**src/verilog/sofc_pkg.sv**
```systemverilog
// package for the serial output format configuration block
// register addresses, reset values, field positions, carriers and timing steps
package sofc_pkg;

    localparam int ADDR_W   = 13;
    localparam int SAMPLE_W = 12;
    localparam int PAT_W    = 16;

    localparam logic [12:0] ADDR_MODES   = 13'h0008;
    localparam logic [12:0] ADDR_TEST_IO = 13'h000d;
    localparam logic [12:0] ADDR_FORMAT  = 13'h0014;
    localparam logic [12:0] ADDR_DRIVE   = 13'h0015;
    localparam logic [12:0] ADDR_PHASE   = 13'h0016;
    localparam logic [12:0] ADDR_PAT1_LO = 13'h0019;
    localparam logic [12:0] ADDR_PAT1_HI = 13'h001a;
    localparam logic [12:0] ADDR_PAT2_LO = 13'h001b;
    localparam logic [12:0] ADDR_PAT2_HI = 13'h001c;
    localparam logic [12:0] ADDR_UPDATE  = 13'h00ff;

    localparam logic [7:0] RST_MODES   = 8'h00;
    localparam logic [7:0] RST_TEST_IO = 8'h00;
    localparam logic [7:0] RST_FORMAT  = 8'h00;
    localparam logic [7:0] RST_DRIVE   = 8'h00;
    localparam logic [7:0] RST_PHASE   = 8'h03;
    localparam logic [7:0] RST_PAT     = 8'h00;
    localparam logic [7:0] READ_NONE   = 8'h00;

    // field positions
    localparam int FMT_LO     = 0;
    localparam int FMT_HI     = 1;
    localparam int INV_BIT    = 2;
    localparam int LOWPWR_BIT = 6;
    localparam int TERM_LO    = 4;
    localparam int TERM_HI    = 5;
    localparam int PHASE_HI   = 3;
    localparam int TEST_HI    = 3;
    localparam int MODES_HI   = 2;
    localparam int XFER_BIT   = 0;
    localparam int READ_BIT   = 15;

    localparam logic [1:0] FMT_OFFSET  = 2'h0;
    localparam logic [1:0] FMT_TWOS    = 2'h1;
    localparam logic [3:0] TEST_USER   = 4'h8;
    localparam logic [2:0] MODES_RESET = 3'h3;

    // output data clock: six divider taps of 60 degrees per output clock period
    localparam logic [3:0] PHASE_LAST = 4'hb;
    localparam logic [3:0] TAP_COUNT  = 4'h6;
    localparam logic [3:0] TAP_HALF   = 4'h3;
    localparam logic [2:0] STEP_FIRST = 3'h0;
    localparam logic [2:0] STEP_LAST  = 3'h5;

    // serial port framing
    localparam logic [4:0] INSTR_LAST = 5'h0f;
    localparam logic [2:0] DATA_LAST  = 3'h7;

    typedef enum {
        SOFC_SPI_IDLE,
        SOFC_SPI_INSTR,
        SOFC_SPI_DATA
    } sofc_spi_state_t;

    typedef struct packed {
        logic [1:0]       fmt;
        logic             invert;
        logic [3:0]       test_mode;
        logic [PAT_W-1:0] pat_one;
        logic [PAT_W-1:0] pat_two;
    } sofc_cfg_t;

    typedef struct packed {
        logic [SAMPLE_W-1:0] data;
        logic                valid;
    } sofc_sample_t;

endpackage : sofc_pkg

```
**src/verilog/sofc_top.sv**
```systemverilog
// serial output format configuration: serial port registers, staging and active
// copies, output data clock tap select, and the formatted output word
// assumes serial port pins are synchronous to i_clk and slow against it
`timescale 1ns/1ns

// How it works
// each phase code step shifts clock 60 degrees
// codes 1011 to 1111 all give 660 degrees
// phase register resets to 0x03, 180 degrees
// phase picks divider tap only, capture unchanged
// format bits select offset/twos, bit2 inverts
// pattern one: low byte 19, high 1A
// pattern two low byte at 1B, reset zero
// pattern two high byte at 1C
// test mode 1000 outputs user patterns
// writes act only after software transfer bit
// inversion after format, clocks unaffected
module sofc_top (
    input  wire logic                        i_clk,
    input  wire logic                        i_rst_n,
    input  wire logic                        i_sclk,
    input  wire logic                        i_csb,
    input  wire logic                        i_sdio,
    output logic                             o_sdio,
    output logic                             o_sdio_oe,
    input  sofc_pkg::sofc_sample_t           i_sample,
    output logic                             o_output_data_clock,
    output logic                             o_frame_strobe,
    output logic [sofc_pkg::SAMPLE_W-1:0]    o_word,
    output logic                             o_word_valid,
    output logic [1:0]                       o_drive_term,
    output logic                             o_low_power
);
    logic                      rst_q1_reg;
    logic                      rst_q2_reg;
    logic                      rst_n;

    logic                      sclk_reg;
    logic                      sclk_rise;
    logic                      sclk_fall;

    sofc_pkg::sofc_spi_state_t state_reg;
    logic [15:0]               shift_reg;
    logic [4:0]                instr_cnt_reg;
    logic [2:0]                data_cnt_reg;
    logic                      read_reg;
    logic [12:0]               addr_reg;
    logic [7:0]                rd_shift_reg;
    logic [15:0]               instr_word;
    logic [7:0]                wr_byte;
    logic                      wr_pulse;
    logic                      xfer_pulse;
    logic                      soft_reset;

    logic [7:0]                stg_modes_reg;
    logic [7:0]                stg_test_reg;
    logic [7:0]                stg_format_reg;
    logic [7:0]                stg_drive_reg;
    logic [7:0]                stg_phase_reg;
    logic [7:0]                stg_p1l_reg;
    logic [7:0]                stg_p1h_reg;
    logic [7:0]                stg_p2l_reg;
    logic [7:0]                stg_p2h_reg;

    logic [7:0]                act_modes_reg;
    logic [7:0]                act_test_reg;
    logic [7:0]                act_format_reg;
    logic [7:0]                act_drive_reg;
    logic [7:0]                act_phase_reg;
    logic [7:0]                act_p1l_reg;
    logic [7:0]                act_p1h_reg;
    logic [7:0]                act_p2l_reg;
    logic [7:0]                act_p2h_reg;

    logic [2:0]                step_reg;
    logic [3:0]                phase_eff;
    logic [3:0]                tap_shift;
    logic [3:0]                tap_idx;
    logic                      dclk_next;
    sofc_pkg::sofc_cfg_t       cfg;

    // reset release through two flops; assertion stays asynchronous
    always_ff @(posedge i_clk or negedge i_rst_n) begin
        if (!i_rst_n) begin
            rst_q1_reg <= 1'b0;
            rst_q2_reg <= 1'b0;
        end else begin
            rst_q1_reg <= 1'b1;
            rst_q2_reg <= rst_q1_reg;
        end
    end
    assign rst_n = rst_q2_reg;

    // serial clock is sampled, so it must stay well below i_clk
    always_ff @(posedge i_clk or negedge rst_n) begin
        if (!rst_n) begin
            sclk_reg <= 1'b0;
        end else begin
            sclk_reg <= i_sclk;
        end
    end
    assign sclk_rise = i_sclk && !sclk_reg && !i_csb;
    assign sclk_fall = !i_sclk && sclk_reg && !i_csb;

    assign instr_word = {shift_reg[14:0], i_sdio};
    assign wr_byte    = {shift_reg[6:0], i_sdio};

    function automatic logic [7:0] reg_read(input logic [12:0] a);
        logic [7:0] d;
        d = sofc_pkg::READ_NONE;
        if (a == sofc_pkg::ADDR_MODES) begin
            d = stg_modes_reg;
        end else if (a == sofc_pkg::ADDR_TEST_IO) begin
            d = stg_test_reg;
        end else if (a == sofc_pkg::ADDR_FORMAT) begin
            d = stg_format_reg;
        end else if (a == sofc_pkg::ADDR_DRIVE) begin
            d = stg_drive_reg;
        end else if (a == sofc_pkg::ADDR_PHASE) begin
            d = stg_phase_reg;
        end else if (a == sofc_pkg::ADDR_PAT1_LO) begin
            d = stg_p1l_reg;
        end else if (a == sofc_pkg::ADDR_PAT1_HI) begin
            d = stg_p1h_reg;
        end else if (a == sofc_pkg::ADDR_PAT2_LO) begin
            d = stg_p2l_reg;
        end else if (a == sofc_pkg::ADDR_PAT2_HI) begin
            d = stg_p2h_reg;
        end
        return d;
    endfunction : reg_read

    // serial port: 16-bit instruction, then bytes to descending addresses
    always_ff @(posedge i_clk or negedge rst_n) begin
        if (!rst_n) begin
            state_reg     <= sofc_pkg::SOFC_SPI_IDLE;
            shift_reg     <= '0;
            instr_cnt_reg <= '0;
            data_cnt_reg  <= '0;
            read_reg      <= 1'b0;
            addr_reg      <= '0;
            rd_shift_reg  <= '0;
        end else if (i_csb) begin
            state_reg     <= sofc_pkg::SOFC_SPI_IDLE;
            instr_cnt_reg <= '0;
            data_cnt_reg  <= '0;
        end else begin
            case (state_reg)
                sofc_pkg::SOFC_SPI_IDLE: begin
                    state_reg <= sofc_pkg::SOFC_SPI_INSTR;
                end
                sofc_pkg::SOFC_SPI_INSTR: begin
                    if (sclk_rise) begin
                        shift_reg     <= instr_word;
                        instr_cnt_reg <= instr_cnt_reg + 5'h01;
                        if (instr_cnt_reg == sofc_pkg::INSTR_LAST) begin
                            read_reg     <= instr_word[sofc_pkg::READ_BIT];
                            addr_reg     <= instr_word[sofc_pkg::ADDR_W-1:0];
                            rd_shift_reg <= reg_read(instr_word[sofc_pkg::ADDR_W-1:0]);
                            data_cnt_reg <= '0;
                            state_reg    <= sofc_pkg::SOFC_SPI_DATA;
                        end
                    end
                end
                sofc_pkg::SOFC_SPI_DATA: begin
                    if (sclk_rise) begin
                        shift_reg    <= {8'h00, wr_byte};
                        data_cnt_reg <= data_cnt_reg + 3'h1;
                        if (data_cnt_reg == sofc_pkg::DATA_LAST) begin
                            addr_reg     <= addr_reg - 13'h0001;
                            rd_shift_reg <= reg_read(addr_reg - 13'h0001);
                        end
                    end else if (sclk_fall && data_cnt_reg != 3'h0) begin
                        rd_shift_reg <= {rd_shift_reg[6:0], 1'b0};
                    end
                end
                default: begin
                    state_reg <= sofc_pkg::SOFC_SPI_IDLE;
                end
            endcase
        end
    end

    assign wr_pulse = state_reg == sofc_pkg::SOFC_SPI_DATA && sclk_rise && !read_reg
                      && data_cnt_reg == sofc_pkg::DATA_LAST;
    assign xfer_pulse = wr_pulse && addr_reg == sofc_pkg::ADDR_UPDATE
                        && wr_byte[sofc_pkg::XFER_BIT];
    assign soft_reset = act_modes_reg[sofc_pkg::MODES_HI:0] == sofc_pkg::MODES_RESET;

    assign o_sdio    = rd_shift_reg[7];
    assign o_sdio_oe = state_reg == sofc_pkg::SOFC_SPI_DATA && read_reg && !i_csb;

    // staging copy: what the host writes and reads back
    always_ff @(posedge i_clk or negedge rst_n) begin
        if (!rst_n) begin
            stg_modes_reg  <= sofc_pkg::RST_MODES;
            stg_test_reg   <= sofc_pkg::RST_TEST_IO;
            stg_format_reg <= sofc_pkg::RST_FORMAT;
            stg_drive_reg  <= sofc_pkg::RST_DRIVE;
            stg_phase_reg  <= sofc_pkg::RST_PHASE;
            stg_p1l_reg    <= sofc_pkg::RST_PAT;
            stg_p1h_reg    <= sofc_pkg::RST_PAT;
            stg_p2l_reg    <= sofc_pkg::RST_PAT;
            stg_p2h_reg    <= sofc_pkg::RST_PAT;
        end else if (soft_reset) begin
            stg_modes_reg  <= sofc_pkg::RST_MODES;
            stg_test_reg   <= sofc_pkg::RST_TEST_IO;
            stg_format_reg <= sofc_pkg::RST_FORMAT;
            stg_drive_reg  <= sofc_pkg::RST_DRIVE;
            stg_phase_reg  <= sofc_pkg::RST_PHASE;
            stg_p1l_reg    <= sofc_pkg::RST_PAT;
            stg_p1h_reg    <= sofc_pkg::RST_PAT;
            stg_p2l_reg    <= sofc_pkg::RST_PAT;
            stg_p2h_reg    <= sofc_pkg::RST_PAT;
        end else if (wr_pulse) begin
            if (addr_reg == sofc_pkg::ADDR_MODES) begin
                stg_modes_reg <= wr_byte;
            end else if (addr_reg == sofc_pkg::ADDR_TEST_IO) begin
                stg_test_reg <= wr_byte;
            end else if (addr_reg == sofc_pkg::ADDR_FORMAT) begin
                stg_format_reg <= wr_byte;
            end else if (addr_reg == sofc_pkg::ADDR_DRIVE) begin
                stg_drive_reg <= wr_byte;
            end else if (addr_reg == sofc_pkg::ADDR_PHASE) begin
                stg_phase_reg <= wr_byte;
            end else if (addr_reg == sofc_pkg::ADDR_PAT1_LO) begin
                stg_p1l_reg <= wr_byte;
            end else if (addr_reg == sofc_pkg::ADDR_PAT1_HI) begin
                stg_p1h_reg <= wr_byte;
            end else if (addr_reg == sofc_pkg::ADDR_PAT2_LO) begin
                stg_p2l_reg <= wr_byte;
            end else if (addr_reg == sofc_pkg::ADDR_PAT2_HI) begin
                stg_p2h_reg <= wr_byte;
            end
        end
    end

    // active copy: only the transfer moves staging values into use
    always_ff @(posedge i_clk or negedge rst_n) begin
        if (!rst_n) begin
            act_modes_reg  <= sofc_pkg::RST_MODES;
            act_test_reg   <= sofc_pkg::RST_TEST_IO;
            act_format_reg <= sofc_pkg::RST_FORMAT;
            act_drive_reg  <= sofc_pkg::RST_DRIVE;
            act_phase_reg  <= sofc_pkg::RST_PHASE;
            act_p1l_reg    <= sofc_pkg::RST_PAT;
            act_p1h_reg    <= sofc_pkg::RST_PAT;
            act_p2l_reg    <= sofc_pkg::RST_PAT;
            act_p2h_reg    <= sofc_pkg::RST_PAT;
        end else if (soft_reset) begin
            act_modes_reg  <= sofc_pkg::RST_MODES;
            act_test_reg   <= sofc_pkg::RST_TEST_IO;
            act_format_reg <= sofc_pkg::RST_FORMAT;
            act_drive_reg  <= sofc_pkg::RST_DRIVE;
            act_phase_reg  <= sofc_pkg::RST_PHASE;
            act_p1l_reg    <= sofc_pkg::RST_PAT;
            act_p1h_reg    <= sofc_pkg::RST_PAT;
            act_p2l_reg    <= sofc_pkg::RST_PAT;
            act_p2h_reg    <= sofc_pkg::RST_PAT;
        end else if (xfer_pulse) begin
            act_modes_reg  <= stg_modes_reg;
            act_test_reg   <= stg_test_reg;
            act_format_reg <= stg_format_reg;
            act_drive_reg  <= stg_drive_reg;
            act_phase_reg  <= stg_phase_reg;
            act_p1l_reg    <= stg_p1l_reg;
            act_p1h_reg    <= stg_p1h_reg;
            act_p2l_reg    <= stg_p2l_reg;
            act_p2h_reg    <= stg_p2h_reg;
        end
    end

    // divider steps; the data edge is always step zero whatever the phase
    always_ff @(posedge i_clk or negedge rst_n) begin
        if (!rst_n) begin
            step_reg <= sofc_pkg::STEP_FIRST;
        end else if (step_reg == sofc_pkg::STEP_LAST) begin
            step_reg <= sofc_pkg::STEP_FIRST;
        end else begin
            step_reg <= step_reg + 3'h1;
        end
    end

    always_comb begin
        phase_eff = act_phase_reg[sofc_pkg::PHASE_HI:0];
        if (phase_eff > sofc_pkg::PHASE_LAST) begin
            phase_eff = sofc_pkg::PHASE_LAST;
        end
        // whole turns look the same on a periodic clock, so only the remainder matters
        tap_shift = phase_eff;
        if (tap_shift >= sofc_pkg::TAP_COUNT) begin
            tap_shift = tap_shift - sofc_pkg::TAP_COUNT;
        end
        tap_idx = {1'b0, step_reg} + sofc_pkg::TAP_COUNT - tap_shift;
        if (tap_idx >= sofc_pkg::TAP_COUNT) begin
            tap_idx = tap_idx - sofc_pkg::TAP_COUNT;
        end
        dclk_next = tap_idx < sofc_pkg::TAP_HALF;
    end

    always_ff @(posedge i_clk or negedge rst_n) begin
        if (!rst_n) begin
            o_output_data_clock <= 1'b0;
            o_frame_strobe      <= 1'b0;
        end else begin
            o_output_data_clock <= dclk_next;
            o_frame_strobe      <= step_reg == sofc_pkg::STEP_FIRST;
        end
    end

    always_comb begin
        cfg           = '0;
        cfg.fmt       = act_format_reg[sofc_pkg::FMT_HI:sofc_pkg::FMT_LO];
        cfg.invert    = act_format_reg[sofc_pkg::INV_BIT];
        cfg.test_mode = act_test_reg[sofc_pkg::TEST_HI:0];
        cfg.pat_one   = {act_p1h_reg, act_p1l_reg};
        cfg.pat_two   = {act_p2h_reg, act_p2l_reg};
    end

    assign o_drive_term = act_drive_reg[sofc_pkg::TERM_HI:sofc_pkg::TERM_LO];
    assign o_low_power  = act_format_reg[sofc_pkg::LOWPWR_BIT];

    sofc_formatter u_formatter (
        .i_clk        (i_clk),
        .i_rst_n      (rst_n),
        .i_cfg        (cfg),
        .i_sample     (i_sample),
        .i_load       (step_reg == sofc_pkg::STEP_FIRST),
        .o_word       (o_word),
        .o_word_valid (o_word_valid)
    );

endmodule : sofc_top

```
**src/verilog/sofc_formatter.sv**
```systemverilog
// output word formatter: format conversion, test pattern substitution, inversion
// assumes i_rst_n is already synchronised and i_load marks the data edge
`timescale 1ns/1ns
module sofc_formatter (
    input  wire logic                        i_clk,
    input  wire logic                        i_rst_n,
    input  sofc_pkg::sofc_cfg_t              i_cfg,
    input  sofc_pkg::sofc_sample_t           i_sample,
    input  wire logic                        i_load,
    output logic [sofc_pkg::SAMPLE_W-1:0]    o_word,
    output logic                             o_word_valid
);
    logic [sofc_pkg::SAMPLE_W-1:0] held_reg;
    logic                          pick_two_reg;
    logic [sofc_pkg::SAMPLE_W-1:0] conv;
    logic [sofc_pkg::SAMPLE_W-1:0] word_next;

    // capture follows the sample strobe only, never the phase tap
    always_ff @(posedge i_clk or negedge i_rst_n) begin
        if (!i_rst_n) begin
            held_reg <= '0;
        end else if (i_sample.valid) begin
            held_reg <= i_sample.data;
        end
    end

    // user mode alternates pattern one and pattern two, word by word
    always_ff @(posedge i_clk or negedge i_rst_n) begin
        if (!i_rst_n) begin
            pick_two_reg <= 1'b0;
        end else if (i_load && i_cfg.test_mode == sofc_pkg::TEST_USER) begin
            pick_two_reg <= !pick_two_reg;
        end else if (i_cfg.test_mode != sofc_pkg::TEST_USER) begin
            pick_two_reg <= 1'b0;
        end
    end

    always_comb begin
        conv = held_reg;
        if (i_cfg.fmt == sofc_pkg::FMT_TWOS) begin
            conv[sofc_pkg::SAMPLE_W-1] = !held_reg[sofc_pkg::SAMPLE_W-1];
        end
        word_next = conv;
        if (i_cfg.test_mode == sofc_pkg::TEST_USER) begin
            word_next = pick_two_reg ? i_cfg.pat_two[sofc_pkg::PAT_W-1 -: sofc_pkg::SAMPLE_W]
                                     : i_cfg.pat_one[sofc_pkg::PAT_W-1 -: sofc_pkg::SAMPLE_W];
        end
        if (i_cfg.invert) begin
            word_next = ~word_next;
        end
    end

    always_ff @(posedge i_clk or negedge i_rst_n) begin
        if (!i_rst_n) begin
            o_word       <= '0;
            o_word_valid <= 1'b0;
        end else begin
            o_word_valid <= i_load;
            if (i_load) begin
                o_word <= word_next;
            end
        end
    end

endmodule : sofc_formatter

```
**config.mk**
```make
export PLATFORM = sky130hd
export DESIGN_NAME = sofc_top
export DESIGN_NICKNAME = d
export VERILOG_FILES = /design/src/verilog/sofc_pkg.sv /design/src/verilog/sofc_top.sv /design/src/verilog/sofc_formatter.sv
export SDC_FILE = /design/constraint.sdc
export NUM_CORES = 1
export LEC_CHECK = 0
export BUFFER_PORTS_ARGS = -buffer_cell sky130_fd_sc_hd__buf_2
export CAP_MARGIN = 40
export CORE_MARGIN = 5
export CORE_UTILIZATION = 40
export DETAILED_ROUTE_END_ITERATION = 8
export PLACE_DENSITY = 0.58
export REMOVE_ABC_BUFFERS = 1
export SLEW_MARGIN = 20
export SYNTH_ARGS = -nofsm -noshare
export SYNTH_HDL_FRONTEND = slang
export SYNTH_SLANG_ARGS = --single-unit
```
**constraint.sdc**
```tcl
create_clock -name i_clk -period 5.9 [get_ports i_clk]
set_input_delay 1.475 -clock i_clk [delete_from_list [all_inputs] [get_ports i_clk]]
set_output_delay 1.475 -clock i_clk [all_outputs]
set_load 0.03 [all_outputs]
```
Word-level counts from Yosys, hierarchy flattened
Index checks and enable logic that the tools add are counted.
{ "totals": {"register_bits": 238, "in_bits": 18, "output_inout_bits": 20, "elab_cells": 293} }
{ "op_classes": {"n_bitwise": 2, "n_lt_le_gt_ge": 4, "eq_ne": 56, "mux": 135, "reduce_logical": 54, "addsub": 8} }
{ "ops": {"columns": ["cell", "n"], "rows": [
  ["$mux 8", 94],
  ["$eq 13x5->1 const B", 21],
  ["$mux 32", 3],
  ["$pmux 32 s3", 1],
  ["$eq 13x4->1 const B", 6],
  ["$mux 13", 4],
  ["$mux 12", 3],
  ["$eq 32x1->1 const B", 1],
  ["$eq 32x2->1 const B", 1],
  ["$eq 32x3->1 const B", 1],
  ["$logic_not 32->1", 1],
  ["$mux 15", 2],
  ["$pmux 15 s2", 1],
  ["$reduce_bool 2->1", 15],
  ["$mux 4", 7],
  ["$ne 2x2->1 const B", 13],
  ["$pmux 13 s2", 1],
  ["$mux 3", 7],
  ["$reduce_and 6->1", 3],
  ["$pmux 8 s2", 1],
  ["$reduce_and 4->1", 4],
  ["$mux 5", 3],
  ["$ne 3x3->1 const B", 5],
  ["$mux 7", 2],
  ["other kinds (32)", 59]
]} }

Logic depth before layout (Yosys ltp)
Gate-level depths: netlist (run 1).
{ "logic_depth": {"depth_word": 14, "depth_mapped": 15, "depth_no_buf": 15} }

Hierarchy
From an unflattened synthesis (run 1), not the netlist that was laid out.
{ "unflattened": {"hier_cells": 1284, "area_unflattened_um2": 11541.1} }
{ "modules_own_cells": {"columns": ["mod", "seq_area_each_um2", "instances", "cells_each", "area_per_inst_um2"], "rows": [
  ["sofc_top", 4409.2, 1, 1168, 10147.2],
  ["sofc_formatter", 650.6, 1, 116, 1393.8]
]} }

Least setup slack after synthesis (run 1)
No wires, ideal clock.
{ "synth_timing": {"path_type": "input port to output port", "start": "input port i_csb", "end": "output port o_sdio_oe", "required_time_ns": 4.425, "path_stages": 2, "path_buffers": 0, "path_slack_ns": 2.574, "t_arrival_ns": 1.851, "cell_sequence": "inv_1 > and3_1"} }
{ "synth_via": {"elab_chain_cells": 2} }
{ "synth_rtl": {"columns": ["item", "line_no", "source"], "rows": [
  ["start, declared", "sofc_top.sv:22", "input wire logic i_csb,"],
  ["$logic_not 1->1", "sofc_top.sv:191", "assign o_sdio_oe = state_reg == sofc_pkg::SOFC_SPI_DATA && read_reg && !i_csb;"],
  ["$logic_and 1x1->1", "sofc_top.sv:191", null],
  ["end, declared", "sofc_top.sv:25", "output logic o_sdio_oe,"]
]} }
No other way between the ends.

Worst setup path after layout (run 1)
{ "layout_timing": {"start": "register addr_reg[0]", "end": "register rd_shift_reg[2]"} }
{ "layout_via": {"elab_chain_cells": 14, "word_cells_on_any_way": 22, "cone_classes": "add/sub (1); eq/ne (9); mux (12)"} }
{ "layout_rtl": {"columns": ["item", "line_no", "source"], "rows": [
  ["start, declared", "sofc_top.sv:47", "logic [12:0] addr_reg;"],
  ["start signal, assigned", "sofc_top.sv:158", "addr_reg <= instr_word[sofc_pkg::ADDR_W-1:0];"],
  ["start signal, assigned", "sofc_top.sv:170", "addr_reg <= addr_reg - 13'h0001;"],
  ["$sub 13x1->13 *", "sofc_top.sv:171", "rd_shift_reg <= reg_read(addr_reg - 13'h0001);"],
  ["$eq 13x5->1", "sofc_top.sv:127", "end else if (a == sofc_pkg::ADDR_PAT2_HI) begin"],
  ["$mux 8", "sofc_top.sv:127", null],
  ["$mux 8", "sofc_top.sv:125", "end else if (a == sofc_pkg::ADDR_PAT2_LO) begin"],
  ["$mux 8", "sofc_top.sv:123", "end else if (a == sofc_pkg::ADDR_PAT1_HI) begin"],
  ["$mux 8", "sofc_top.sv:121", "end else if (a == sofc_pkg::ADDR_PAT1_LO) begin"],
  ["$mux 8", "sofc_top.sv:119", "end else if (a == sofc_pkg::ADDR_PHASE) begin"],
  ["$mux 8", "sofc_top.sv:117", "end else if (a == sofc_pkg::ADDR_DRIVE) begin"],
  ["$mux 8", "sofc_top.sv:115", "end else if (a == sofc_pkg::ADDR_FORMAT) begin"],
  ["$mux 8", "sofc_top.sv:113", "end else if (a == sofc_pkg::ADDR_TEST_IO) begin"],
  ["$mux 8 *", "sofc_top.sv:111", "if (a == sofc_pkg::ADDR_MODES) begin"],
  ["$mux 8 *", "sofc_top.sv:169", "if (data_cnt_reg == sofc_pkg::DATA_LAST) begin"],
  ["$mux 8 *", "sofc_top.sv:166", "if (sclk_rise) begin"],
  ["$pmux 8 s2 *", "sofc_top.sv:148", "case (state_reg)"],
  ["end signal, assigned", "sofc_top.sv:159", "rd_shift_reg <= reg_read(instr_word[sofc_pkg::ADDR_W-1:0]);"],
  ["end signal, assigned", "sofc_top.sv:171", null],
  ["end signal, assigned", "sofc_top.sv:174", "rd_shift_reg <= {rd_shift_reg[6:0], 1'b0};"],
  ["end, declared", "sofc_top.sv:48", "logic [7:0] rd_shift_reg;"]
]} }
Mark *: on every way between the ends. The rest lies on a longest branch, timed or not. The select of a mux whose other input is x is not followed.
A chain may end at the register's enable or synchronous reset.

==> flow_summary_export.csv, run 1 <==
group,metric,value,unit
outcome,status,"finished clean",
clocking,cts_tree,"yes",
routing,avgViaCountPerCell,5.806,
yosys,yosysTopAreaCell,"dfrtp_1",
yosys,ys.warnings.count,0,
placed_design,dp_hpwl,25460,µm
placed_design,place_congestion,0.9806,
sta,finalCritPeriodShare,66.62,%
sta,fmax,254.4,MHz
sta,final_max_slew_viol_count,0,
sta,fin_skew,0.01876,ns
sta,grt_setup_unrepaired,"no",
floorplan,ioPinCount,38,
power_and_ir_drop,power_density,364.2,mW/mm²
sta,finalSetupTns,0,ns
clocking,ctsHoldBuffers,0,
placed_design,portBuffers,37,
cells_and_area,area_growth,10.88,%
critical_path,r2r-start,"addr_reg[0]",
yosys,synth_top_area_share,42.47,%
power_and_ir_drop,vdd_drop_max,0.2332,mV
floorplan,start_util,40.30,%
yosys,synth_area_leaders,"dfrtp_1 (42%), nand2_1 (6.4%), mux2_2 (5.4%)",
sta,relSlewSlack,37.73,%
floorplan,die-width,176.9,µm
clocking,cts_setup_buffers,0,
yosys,yosys.cell_types.count,92,
clocking,ctsHtreeMaxLevel,4,
yosys,yosysSeqAreaShare,43.42,%
floorplan,core,0.02763,mm²
clocking,clk_latency,0.45,ns
cells_and_area,final_nets,1280,
yosys,synth-seq-cells,193,
placed_design,pre_cts_ws,1.815,ns
routing,wl_per_cell,21.38,µm
yosys,ys.flop_type,"dfrtp_1",
cells_and_area,fillers,2756,
yosys,synthArstFlopShare,100.0,%
global_routing,grt_usage,22.80,%
critical_path,crit_path_end_kind,"flop",
clocking,clockBufferDepth,2,
sta,hold_viol,0,
critical_path,worstSetupStartpointType,"flop",
critical_path,critPathLaunch,"addr_reg[0]",
run,cap_violations,0,
sta,finalSetupViolCount,0,
routing,vias,9487,
clocking,clock-sinks,193,
routing,dr.pass1.iters,5,
power_and_ir_drop,p_leak,5.152,nW
clocking,cts_root_buf,"clkbuf_16",
yosys,synth_area,0.01114,mm²
clocking,cts_resized,0,
routing,drc,0,
critical_path,crit_fanout,37,
floorplan,die_area,0.03128,mm²
yosys,syn-mean-instance-area,8.966,µm²
yosys,synth_edf_count,0,
clocking,clk_pin_slew_worst_paths,0.08,ns
cells_and_area,drive_gt1_share,14.33,%
sta,finalHoldWorstSlack,0.1058,ns
routing,wl,34930,µm
critical_path,crit_arrival,4.28,ns
global_routing,grt_pass1_wl,55270,µm
floorplan,die_y,176.9,µm
critical_path,path_class,"reg -> reg",
critical_path,r2r_cells,11,
sta,worst_slack,1.969,ns
global_routing,grt_pass1_vias,9252,
min_path,min_path_type,"reg -> async",
global_routing,grt_max_degree,67,
global_routing,antenna_found_initial,0,
floorplan,rows,61,
power_and_ir_drop,power,4.497,mW
cells_and_area,largest_reg_flops,15,
cells_and_area,antenna_cells,0,
routing,drt_iter0_drc,1018,
sta,worstMarginPinSlew,0.9263,ns
sta,layout_min_cycle_time,3.931,ns
global_routing,overflow,0,
routing,ant_nets,0,
critical_path,required,6.24,ns
yosys,synthesis.instances,1242,
clocking,cts_buffers,17,
[Yosys cell counts (all sizes together), types with 14 or more instances]
library cell / number
xnor2: 16
buf: 16
nor3: 31
mux2: 54
ha: 18
a211oi: 14
nor2: 108
nor4: 20
clkbuf: 64
dfrtp: 189
o21ai: 60
nand2: 191
nand3: 30
inv: 35
mux2i: 43
a21oi: 118
[through the flow]
step | cells | area, µm² | util [%]
floorplan | 1162 | 10810 | -
global placement | 1597 | 11650 | 42.17
detailed placement | 1599 | 11690 | 42.31
CTS | 1631 | 12280 | 44.43
global route | 1634 | 12350 | 44.69
finish | 1634 | 12350 | 44.69
[cell usage in the layout (no fill, tap or decap), drive strengths merged, types with 11 or more instances in the layout]
cell      n
mux2     54
a211oi   14
or3      13
and2     13
nor3     31
nor4     20
inv      40
nor2    108
nand2b   13
a21oi   118
o21ai    60
buf      62
nand3    30
or4      12
xnor2    16
ha       18
clkbuf   18
o31ai    11
dfrtp   189
mux2i    43
nand2   191
[cells by family after synthesis]
| group | Yosys count | share of synthesized area [%] |
|---|---|---|
| AND/OR/NAND/NOR | 489 | 21.74 |
| AO/OA/AOI/OAI | 305 | 17.44 |
| flip-flops | 193 | 43.42 |
| buffers and inverters | 116 | 4.112 |
| multiplexers | 97 | 9.326 |
| XOR/XNOR | 22 | 1.730 |
| adder cells (fa/ha/maj) | 19 | 2.202 |
| other | 1 | 0.03368 |
[critical path, stage by stage (launching register included)]
cell	delay (ns)
dfrtp_1	0.48
inv_1	0.14
ha_1	0.15
buf_4	0.36
or4b_4	0.56
nor4b_1	0.28
a211oi_1	0.08
buf_4	0.19
or4_4	0.59
a211oi_1	0.49
a2111oi_0	0.19
a211oi_1	0.30
[metal layers]
metal	track usage [%]	wire length, µm	part of all wire [%]
met3	4.913	2309	6.6
met1	30.81	15270	44
met2	35.96	15930	46
met4	8.865	1420	4.1
met5	0	0	0
[report_power, final]
group          internal, mW  total [mW]  switching (mW)
clock network         0.608        1.17           0.564
registers              1.44        1.70           0.268
logic                 0.509        1.62            1.11
total                  2.55        4.50            1.94
[area by class of cell]
cell class	instances	area, µm²	area share [%]
multi-input combinational	933	5874	47.58
sequential	193	4838	39.19
tap	378	473.0	3.831
clock buffer	18	439.2	3.557
timing repair buffer	62	437.9	3.547
clock inverter	14	148.9	1.206
inverter	36	135.1	1.094
[final timing paths]
check                                     endpoint  slack (ns)
max                                rd_shift_reg[2]        1.97
min                        u_formatter.held_reg[3]        0.11
max reg2reg                        rd_shift_reg[2]        1.97
min reg2reg                u_formatter.held_reg[3]        0.11
max in group asynchronous             shift_reg[3]        4.60
min in group i_clk                           rst_n        0.35
Note: power is estimated with default switching activity, not from simulation.
==> run 2, diff against run 1 <==
- clock period: 5.9 -> 3.25 ns (I/O delays scaled with it)
==> run 2 against run 1 <==
Hold slack gained 0.035 ns. Via count is 3.0% higher. Cell count up 4.0%. Clock power rose by 82%. Sequential share of layout area fell by 1.5 points. Combinational power increased by 110%. Largest power group is now combinational logic.
==> flow_summary_export.csv, run 2 (same netlist as run 1, synthesis figures left out) <==
group,metric,value,unit
routing,avgViaCountPerCell,5.750,
global_routing,overflow,0,
sta,finalCritPeriodShare,95.31,%
clocking,cts_root_buf,"clkbuf_16",
sta,finalHoldWorstSlack,0.1410,ns
critical_path,required,3.58,ns
critical_path,path_class,"reg -> reg",
power_and_ir_drop,vdd_drop_max,0.4247,mV
critical_path,crit_path_end_kind,"flop",
critical_path,crit_arrival,3.43,ns
floorplan,die_y,176.9,µm
critical_path,r2r-start,"shift_reg[5]",
power_and_ir_drop,p_leak,5.465,nW
global_routing,grt_pass1_wl,57170,µm
cells_and_area,largest_reg_flops,15,
routing,dr.pass1.iters,5,
sta,finalSetupViolCount,0,
routing,vias,9769,
floorplan,ioPinCount,38,
placed_design,place_congestion,0.9948,
sta,layout_min_cycle_time,3.098,ns
cells_and_area,antenna_cells,0,
sta,hold_viol,0,
floorplan,die_area,0.03128,mm²
sta,worstMarginPinSlew,0.7432,ns
clocking,clock-sinks,193,
global_routing,grt_usage,23.65,%
clocking,ctsHtreeMaxLevel,4,
floorplan,core,0.02763,mm²
sta,fmax,322.8,MHz
clocking,clockBufferDepth,2,
floorplan,die-width,176.9,µm
clocking,clk_latency,0.45,ns
sta,grt_setup_unrepaired,"yes",
min_path,min_path_type,"in -> async",
routing,drc,0,
power_and_ir_drop,power_density,661.0,mW/mm²
placed_design,pre_cts_ws,0.1374,ns
cells_and_area,final_common_cell,"nand2_1",
critical_path,critPathLaunch,"shift_reg[5]",
outcome,status,"finished clean",
cells_and_area,fillers,2787,
clocking,cts_setup_buffers,0,
placed_design,portBuffers,37,
sta,fin_skew,0.01570,ns
routing,wl_per_cell,21.47,µm
global_routing,antenna_found_initial,0,
routing,wl,36480,µm
cells_and_area,area_growth,15.40,%
global_routing,grt_max_degree,65,
run,cap_violations,0,
critical_path,r2r_cells,8,
cells_and_area,layout_common_cells,"nand2_1 (191), dfrtp_1 (188), a21oi_1 (117), nor2_1 (105), buf_4 (85)",
placed_design,dp_hpwl,27190,µm
sta,worst_slack,0.1524,ns
sta,relSlewSlack,50.45,%
clocking,cts_buffers,17,
cells_and_area,drive_gt1_share,18.77,%
critical_path,worstSetupStartpointType,"flop",
clocking,clk_pin_slew_worst_paths,0.08,ns
floorplan,start_util,40.30,%
routing,drt_iter0_drc,735,
sta,final_max_slew_viol_count,0,
critical_path,crit_fanout,11,
cells_and_area,final_nets,1345,
clocking,cts_tree,"yes",
global_routing,grt_pass1_vias,9473,
floorplan,rows,61,
routing,ant_nets,0,
run 2: worst paths after layout:
check	slack, ns	endpoint
worst min register to register	0.36	rst_n
min in group i_clk	0.36	rst_n
max in group asynchronous	2.04	stg_p1h_reg[0]
worst max-delay path	0.15	rd_shift_reg[3]
worst min-delay path	0.14	rst_n
worst max register to register	0.15	rd_shift_reg[3]
run 2: power by group:
part	leakage [nW]	switching, mW	internal, mW
Combinational	2.62	2.24	1.20
Clock	0.283	1.04	1.09
Sequential	2.57	0.325	2.61
Total	5.46	3.60	4.89
run 2: timing repair:
item                       CTS  global route
hold buffers                 0             0
setup endpoints to repair    0             8
resized for setup            0             6
run 2: area by class of cell:
cell class                 count  area, µm²  share of cell area, %
multi-input combinational    933       5907                  45.96
sequential                   193       4838                  37.65
timing repair buffer         127      918.4                  7.146
tap                          378      473.0                  3.680
clock buffer                  18      429.2                  3.339
clock inverter                14      150.1                  1.168
inverter                      36      135.1                  1.052
run 2: metrics by stage:
stage	instances	total power, mW	cell area (µm²)	TNS (ns)	utilization [%]
2_1_floorplan	1162	4.850	10810	-562.57	-
3_3_place_gp	1665	6.304	12210	0	44.19
3_5_place_dp	1666	6.313	12230	0	44.25
4_1_cts	1698	8.453	12800	0	46.35
5_1_grt	1699	8.954	12850	-0.02431	46.51
6_report	1699	8.495	12850	0	46.51
run 2: critical path, cell delays in order, from the launching register on:
cell       delay [ns]
dfrtp_1          0.38
buf_4            0.19
or4_1            0.65
or3_1            0.44
o31ai_1          0.43
a32oi_1          0.10
a21oi_1          0.31
nand4bb_1        0.24
a22o_1           0.23
run 2: layer usage:
| metal | vias to the layer above | global-route usage [%] | part of all wire [%] |
|---|---|---|---|
| li1 | 4613 | - | - |
| met1 | 4784 | 32.65 | 46 |
| met2 | 310 | 37.81 | 46 |
| met3 | 62 | 3.803 | 5.1 |
| met4 | 0 | 8.478 | 3.5 |
| met5 | - | 0 | 0 |
